### config.mk
export PLATFORM = sky130hd
export DESIGN_NAME = swdc_top
export DESIGN_NICKNAME = d
export VERILOG_FILES = /design/src/swdc_pkg.sv /design/src/swdc_top.sv
export SDC_FILE = /design/constraint.sdc
export NUM_CORES = 1
export LEC_CHECK = 0
export ABC_AREA = 1
export BUFFER_PORTS_ARGS = -buffer_cell sky130_fd_sc_hd__buf_4
export CORE_MARGIN = 2
export CORE_UTILIZATION = 45
export DETAILED_ROUTE_END_ITERATION = 8
export MAX_ROUTING_LAYER = met4
export PLACE_DENSITY = 0.65
export SLEW_MARGIN = 20
export SYNTH_ARGS = -nofsm -noshare
export SYNTH_HDL_FRONTEND = slang
export SYNTH_SLANG_ARGS = --single-unit
### constraint.sdc
create_clock -name clk_i -period 1.8 [get_ports clk_i]
set_input_delay 0.27 -clock clk_i [delete_from_list [all_inputs] [get_ports clk_i]]
set_output_delay 0.27 -clock clk_i [all_outputs]
set_load 0.01 [all_outputs]
### src/swdc_pkg.sv
/*
 * swdc_pkg: constants for the supervision down-counter.
 * Assumes a 50 MHz system clock and an 8-bit plain register port.
 */
package swdc_pkg;

  // ----------------------------------------------------------------
  // register offsets
  // ----------------------------------------------------------------
  localparam logic [3:0] OFF_RELOAD_UPPER = 4'h0;
  localparam logic [3:0] OFF_RELOAD_HIGH  = 4'h1;
  localparam logic [3:0] OFF_RELOAD_LOW   = 4'h2;
  localparam logic [3:0] OFF_CTRL         = 4'h3;
  localparam logic [3:0] OFF_STATUS       = 4'h4;
  localparam logic [3:0] OFF_MASK         = 4'h5;

  // ----------------------------------------------------------------
  // field positions
  // ----------------------------------------------------------------
  localparam int CTRL_RESP_IRQ_BIT = 0;  // 1 = interrupt, 0 = chip reset
  localparam int CTRL_ON_BIT       = 1;  // read-only running flag
  localparam int ST_TIMEOUT_BIT    = 0;  // time-out taken as interrupt
  localparam int ST_LATE_BIT       = 1;  // refresh ignored near terminal

  // ----------------------------------------------------------------
  // reset values and limits
  // ----------------------------------------------------------------
  localparam logic [7:0]  RELOAD_BYTE_RST = 8'hff;
  localparam logic [7:0]  CTRL_RST        = 8'h00;
  localparam logic [1:0]  STATUS_RST      = 2'h0;
  localparam logic [1:0]  MASK_RST        = 2'h0;
  localparam logic [23:0] LATE_LIMIT      = 24'h000002;
  localparam logic [23:0] MIN_RELOAD      = 24'h000004;
  localparam logic [23:0] TERM_COUNT      = 24'h000001;
  localparam int          RC_FREQ_HZ      = 10000;
  localparam int          SYS_FREQ_HZ     = 50000000;

  // ----------------------------------------------------------------
  // run state
  // ----------------------------------------------------------------
  typedef enum logic {
    SWDC_OFF = 1'b0,
    SWDC_ON  = 1'b1
  } swdc_state_e;

endpackage : swdc_pkg

### src/swdc_top.sv
/*
 * swdc_top: supervision down-counter with register port and interrupt.
 * Assumes the RC oscillator arrives as a slow square wave on a pin and
 * the option bit as a static level; both are synchronised here.
 */
// The plain strobed port and the address map were decided locally.
`timescale 1ns/10ps
module swdc_top #(
  parameter int CNT_W = 24
) (
  input  wire logic       clk_i,
  input  wire logic       arst_n_i,
  input  wire logic       ce_i,
  input  wire logic [3:0] addr_i,
  input  wire logic [7:0] wdata_i,
  input  wire logic       wr_i,
  input  wire logic       rd_i,
  input  wire logic       refresh_instr_i,
  input  wire logic       always_on_option_i,
  input  wire logic       rc_osc_i,
  output logic      [7:0] rdata_o,
  output logic            irq_o,
  output logic            chip_rst_o
);

  // ----------------------------------------------------------------
  // elaboration check
  // ----------------------------------------------------------------
  if (CNT_W != 24) begin : g_bad_width
    $error("swdc_top: counter width must be three reload bytes");
  end

  // ----------------------------------------------------------------
  // state
  // ----------------------------------------------------------------
  logic [2:0]           rc_sync;      // two sync stages plus edge history
  logic [1:0]           ao_sync;
  swdc_pkg::swdc_state_e state;
  logic                 pend;
  logic [CNT_W-1:0]     count;
  logic [7:0]           reload_upper_byte;
  logic [7:0]           reload_high_byte;
  logic [7:0]           reload_low_byte;
  logic                 resp_irq;
  logic [1:0]           status;
  logic [1:0]           mask;

  logic [2:0]           next_rc_sync;
  logic [1:0]           next_ao_sync;
  swdc_pkg::swdc_state_e next_state;
  logic                 next_pend;
  logic [CNT_W-1:0]     next_count;
  logic [7:0]           next_upper;
  logic [7:0]           next_high;
  logic [7:0]           next_low;
  logic                 next_resp_irq;
  logic [1:0]           next_status;
  logic [1:0]           next_mask;
  logic [7:0]           next_rdata;
  logic                 next_irq;
  logic                 next_chip_rst;

  logic                 tick;
  logic                 term;
  logic                 timeout;
  logic                 late;
  logic [CNT_W-1:0]     reload_val;
  logic [1:0]           clr;

  assign reload_val = {reload_upper_byte, reload_high_byte, reload_low_byte};
  assign tick = rc_sync[1] & ~rc_sync[2];  // stage 0 read by stage 1 only
  assign term = (count <= swdc_pkg::TERM_COUNT);

  // ----------------------------------------------------------------
  // synchronisers
  // ----------------------------------------------------------------
  always_comb begin
    next_rc_sync = {rc_sync[1:0], rc_osc_i};
    next_ao_sync = {ao_sync[0], always_on_option_i};
  end

  // ----------------------------------------------------------------
  // counter core
  // ----------------------------------------------------------------
  // refresh request is held until the next oscillator tick, so a fast
  // CPU pulse is never lost between two slow ticks
  always_comb begin
    next_state = state;
    // option bit alone keeps it on
    if (refresh_instr_i || ao_sync[1]) begin
      next_state = swdc_pkg::SWDC_ON;
    end
    next_pend  = refresh_instr_i | (pend & ~tick)
                 | ((state == swdc_pkg::SWDC_OFF) & (next_state == swdc_pkg::SWDC_ON));
    next_count = count;
    timeout    = 1'b0;
    late       = 1'b0;
    unique case (state)
      swdc_pkg::SWDC_OFF: begin
        // enabling is held as a pending reload, so the first load
        // waits for an oscillator tick like any other refresh
        next_count = count;
      end
      swdc_pkg::SWDC_ON: begin
        if (tick) begin
          if (term) begin
            next_count = reload_val;
            timeout    = 1'b1;
          end else if (pend && (count > swdc_pkg::LATE_LIMIT)) begin
            next_count = reload_val;
          end else begin
            next_count = count - {{(CNT_W-1){1'b0}}, 1'b1};
            late       = pend;
          end
        end
      end
    endcase
  end

  // ----------------------------------------------------------------
  // register port and interrupt
  // ----------------------------------------------------------------
  always_comb begin
    next_upper    = reload_upper_byte;
    next_high     = reload_high_byte;
    next_low      = reload_low_byte;
    next_resp_irq = resp_irq;
    next_mask     = mask;
    clr           = 2'h0;
    if (wr_i) begin
      unique case (addr_i)
        swdc_pkg::OFF_RELOAD_UPPER: next_upper = wdata_i;
        swdc_pkg::OFF_RELOAD_HIGH:  next_high  = wdata_i;
        swdc_pkg::OFF_RELOAD_LOW:   next_low   = wdata_i;
        swdc_pkg::OFF_CTRL:         next_resp_irq = wdata_i[swdc_pkg::CTRL_RESP_IRQ_BIT];
        swdc_pkg::OFF_STATUS:       clr        = wdata_i[1:0];
        swdc_pkg::OFF_MASK:         next_mask  = wdata_i[1:0];
        default:                    clr        = 2'h0;
      endcase
    end
    // set wins over a write-one clear in the same cycle
    next_status = (status & ~clr);
    next_status[swdc_pkg::ST_TIMEOUT_BIT] = next_status[swdc_pkg::ST_TIMEOUT_BIT]
                                            | (timeout & resp_irq);
    next_status[swdc_pkg::ST_LATE_BIT] = next_status[swdc_pkg::ST_LATE_BIT] | late;
    next_chip_rst = timeout & ~resp_irq;
    next_irq      = |(status & mask);
    next_rdata    = 8'h00;  // unmapped reads return zero
    if (rd_i) begin
      unique case (addr_i)
        swdc_pkg::OFF_RELOAD_UPPER: next_rdata = reload_upper_byte;
        swdc_pkg::OFF_RELOAD_HIGH:  next_rdata = reload_high_byte;
        swdc_pkg::OFF_RELOAD_LOW:   next_rdata = reload_low_byte;
        swdc_pkg::OFF_CTRL:         next_rdata = {6'h00, (state == swdc_pkg::SWDC_ON), resp_irq};
        swdc_pkg::OFF_STATUS:       next_rdata = {6'h00, status};
        swdc_pkg::OFF_MASK:         next_rdata = {6'h00, mask};
        default:                    next_rdata = 8'h00;
      endcase
    end
  end

  // ----------------------------------------------------------------
  // registers
  // ----------------------------------------------------------------
  // ce_i low freezes everything, oscillator history included
  always_ff @(posedge clk_i or negedge arst_n_i) begin
    if (!arst_n_i) begin
      rc_sync           <= 3'h0;
      ao_sync           <= 2'h0;
      state             <= swdc_pkg::SWDC_OFF;
      pend              <= 1'b0;
      count             <= {swdc_pkg::RELOAD_BYTE_RST, swdc_pkg::RELOAD_BYTE_RST,
                            swdc_pkg::RELOAD_BYTE_RST};
      reload_upper_byte <= swdc_pkg::RELOAD_BYTE_RST;
      reload_high_byte  <= swdc_pkg::RELOAD_BYTE_RST;
      reload_low_byte   <= swdc_pkg::RELOAD_BYTE_RST;
      resp_irq          <= swdc_pkg::CTRL_RST[swdc_pkg::CTRL_RESP_IRQ_BIT];
      status            <= swdc_pkg::STATUS_RST;
      mask              <= swdc_pkg::MASK_RST;
      rdata_o           <= 8'h00;
      irq_o             <= 1'b0;
      chip_rst_o        <= 1'b0;
    end else if (ce_i) begin
      rc_sync           <= next_rc_sync;
      ao_sync           <= next_ao_sync;
      state             <= next_state;
      pend              <= next_pend;
      count             <= next_count;
      reload_upper_byte <= next_upper;
      reload_high_byte  <= next_high;
      reload_low_byte   <= next_low;
      resp_irq          <= next_resp_irq;
      status            <= next_status;
      mask              <= next_mask;
      rdata_o           <= next_rdata;
      irq_o             <= next_irq;
      chip_rst_o        <= next_chip_rst;
    end
  end
endmodule : swdc_top

==> impl_metrics.csv <==
group,metric,value,unit
route,firstDrtPassIters,5,
die,die_w,99.6,um
finish,synthToLayoutAreaGrowth,15.2,%
die,die_h,99.6,um
finish,mostFrequentLayoutCell,"nand2_1",
clock_tree,h-tree-depth,3,
timing,fmax,568,MHz
finish,fin_util,53.8,%
synth,synth.avg_cell_area,7.32,um2
timing,worst_slack,0.0395,ns
route,postRouteAntennaNets,0,
worst_setup_path,start_kind,"flop",
finish,final_area,4740,um2
placed_design,placed_cell_area,4460,um2
finish,fin_nets,624,
grt,grt_max_degree,55,
timing,relSlewSlack,70.2,%
synth,syn-cell-area,4120,um2
die,die_area,9930,um2
timing,timing_hold_violations_final,0,
grt,grt_pass1_vias,3471,
synth,yosysWarnings,0,
grt,grt_antenna_before_repair,0,
worst_setup_path,path_class,"reg2reg",
power,pwr_density_cell,1390,nW/um2
clock_tree,clk_path_buf_depth,2,
timing,hold_ws,0.116,ns
placed_design,hpwlAfterDp,7520,um
synth,synth_seq_area_share,44.0,%
timing,setup_violations,0,
grt,grt_use_total,22.7,%
worst_setup_path,crit_required,2.09,ns
finish,final_cells,714,
die,ioPinCount,30,
clock_tree,clkLatencyLatePin,0.36,ns
finish,fillers,858,
placed_design,placed_cells,693,
clock_tree,cts_sinks,70,
placed_design,place_ws,-0.0130,ns
route,drc_errors,0,
synth,synth_cell_type_count,34,
power,ir_drop,510,uV
clock_tree,clk_pin_slew,0.08,ns
synth,ys_seq_elements,70,
die,initial_utilization,46.7,%
finish,layout_common_cells,"200 x nand2_1, 71 x inv_1, 54 x nand3_1",
run,maxCapViolCount,0,
hold_path,hp-class,"in2reg",
timing,rsz0062_at_grt,"true",
power,leakagePower,2.32,nW
clock_tree,cts_buffers,9,
route,vias,3656,
finish,num_antenna_cells,0,
finish,drive_gt1_share,23.4,%
route,avgViaCountPerCell,5.12,
placed_design,gp_congestion,0.845,
route,totalWireLength,10500,um
timing,skew,0.0112,ns
route,wl_per_cell,14.6,um
power,report.power.total,6.60,mW
timing,worst_pin_slew,0.446,ns
clock_tree,cts_tree,"built",
timing,tns,0,ns
route,drt_iter0_markers,212,
worst_setup_path,arrival,2.05,ns
synth,syn_nets,585,
die,rows,34,
run_status,status,"complete, no violations",
timing,slew_viol_final,0,
synth,postSynthCellCount,562,
timing,post-route-period-util,97.8,%
grt,overflow,0,
die,core_area,8810,um2
clock_tree,clockRootBuffer,"clkbuf_8",
worst_setup_path,crit_fanout,14,
worst_setup_path,endpoint_kind,"flop",
timing,fin_crit,1.76,ns
grt,grt_pass1_wl,17200,um
placed_design,io_buffers,29,
per-layer routing:
metal / vias up / track usage, % / wire (um)
li1: 1832 / - / -
met1: 1703 / 31.0 / 4720
met2: 105 / 33.8 / 4890
met3: 16 / 4.78 / 635
met4: 0 / 7.90 / 207
met5: - / - / 0
where the power goes:
part | switching, mW | internal (mW) | leakage [nW]
clock network | 0.640 | 0.681 | 0.0995
logic | 1.73 | 0.920 | 1.44
registers | 0.432 | 2.20 | 0.787
total | 2.80 | 3.81 | 2.32
cells by family (layout without fill, tap and decap cells):
logic type	after synthesis	count (layout)	synth area share [%]
and+or+nand+nor	337	339	36.3
buffers and inverters	89	131	9.06
DFF	70	70	44.0
AOI/OAI and AO/OA	54	54	7.75
xor gates and xnor gates	9	9	1.92
adders and majority gates	3	3	0.912
worst max-delay path, cell delays in order, from the launching register on:
cell,delay (ns)
dfstp_2,0.56
ha_1,0.15
inv_1,0.04
nand2_1,0.04
nand2_1,0.06
nor2_2,0.12
nand3_2,0.12
nand2_4,0.17
nand2_4,0.14
nand2_1,0.10
nand2_1,0.06
o21bai_1,0.13
state kept, by name (all words and copies together), names as in the netlist:
signal / flops
rc_sync: 3
resp_irq: 1
reload_upper_byte: 8
irq_o: 1
mask: 2
pend: 1
rdata_o: 8
reload_low_byte: 8
status: 2
count: 24
state: 1
reload_high_byte: 8
ao_sync: 2
chip_rst_o: 1
cell usage after synthesis:
cell type  instances  area share (%)
a21oi_1            2            0.24
a21oi_4            1            0.40
buf_2              5            0.61
buf_4              1            0.18
buf_6              2            0.55
buf_8              1            0.36
clkbuf_1           6            0.55
dfrtp_1           22              13
dfstp_2           48              31
ha_1               3            0.91
inv_1             72             6.6
inv_2              1           0.091
inv_4              1            0.15
nand2_1          201              18
nand2_2           14             2.1
nand2_4            2            0.55
nand2_8            1            0.49
nand3_1           54             6.6
nand3_2            1            0.24
nand3_4            1            0.43
nand3b_1           3            0.55
nand4_1            7             1.1
nor2_1            40             3.6
nor2_2             9             1.4
nor2_4             3            0.82
nor4_1             1            0.15
o21ai_0           35             4.3
o21ai_1            3            0.36
o21bai_1           4            0.73
o221ai_1           6             1.3
o22ai_1            2            0.30
o31ai_1            1            0.18
xnor2_1            4            0.85
xor2_1             5             1.1
repair_timing:
item | in CTS | in global routing
gates resized for setup | 2 | 11
setup buffers | 0 | 1
hold buffers | 1 | 0
endpoints found under the hold margin | 7 | 0
endpoints found under the setup margin | 11 | 26
pin swaps | 0 | 3
gates cloned | 0 | 3
layout make-up:
class / instances / area (um2) / area share, %
clock buffer: 11 / 141 / 2.98
clock inverter: 5 / 60.1 / 1.27
inverter: 74 / 290 / 6.12
multi-input combinational: 405 / 1960 / 41.3
sequential: 70 / 1810 / 38.2
tap: 108 / 135 / 2.85
timing repair buffer: 40 / 335 / 7.07
timing repair inverter: 1 / 8.76 / 0.185
final timing paths:
path	from	end	slack (ns)	depth (start not counted)
min	rc_osc_i	rc_sync[0]	0.12	3
max in group asynchronous	arst_n_i	count[0]	0.89	3
min reg2reg	count[10]	count[10]	0.47	2
max	count[1]	count[23]	0.04	11
max reg2reg	count[1]	count[23]	0.04	11
min in group asynchronous	arst_n_i	rc_sync[2]	0.32	2
Power figures use the tool's default switching activity.
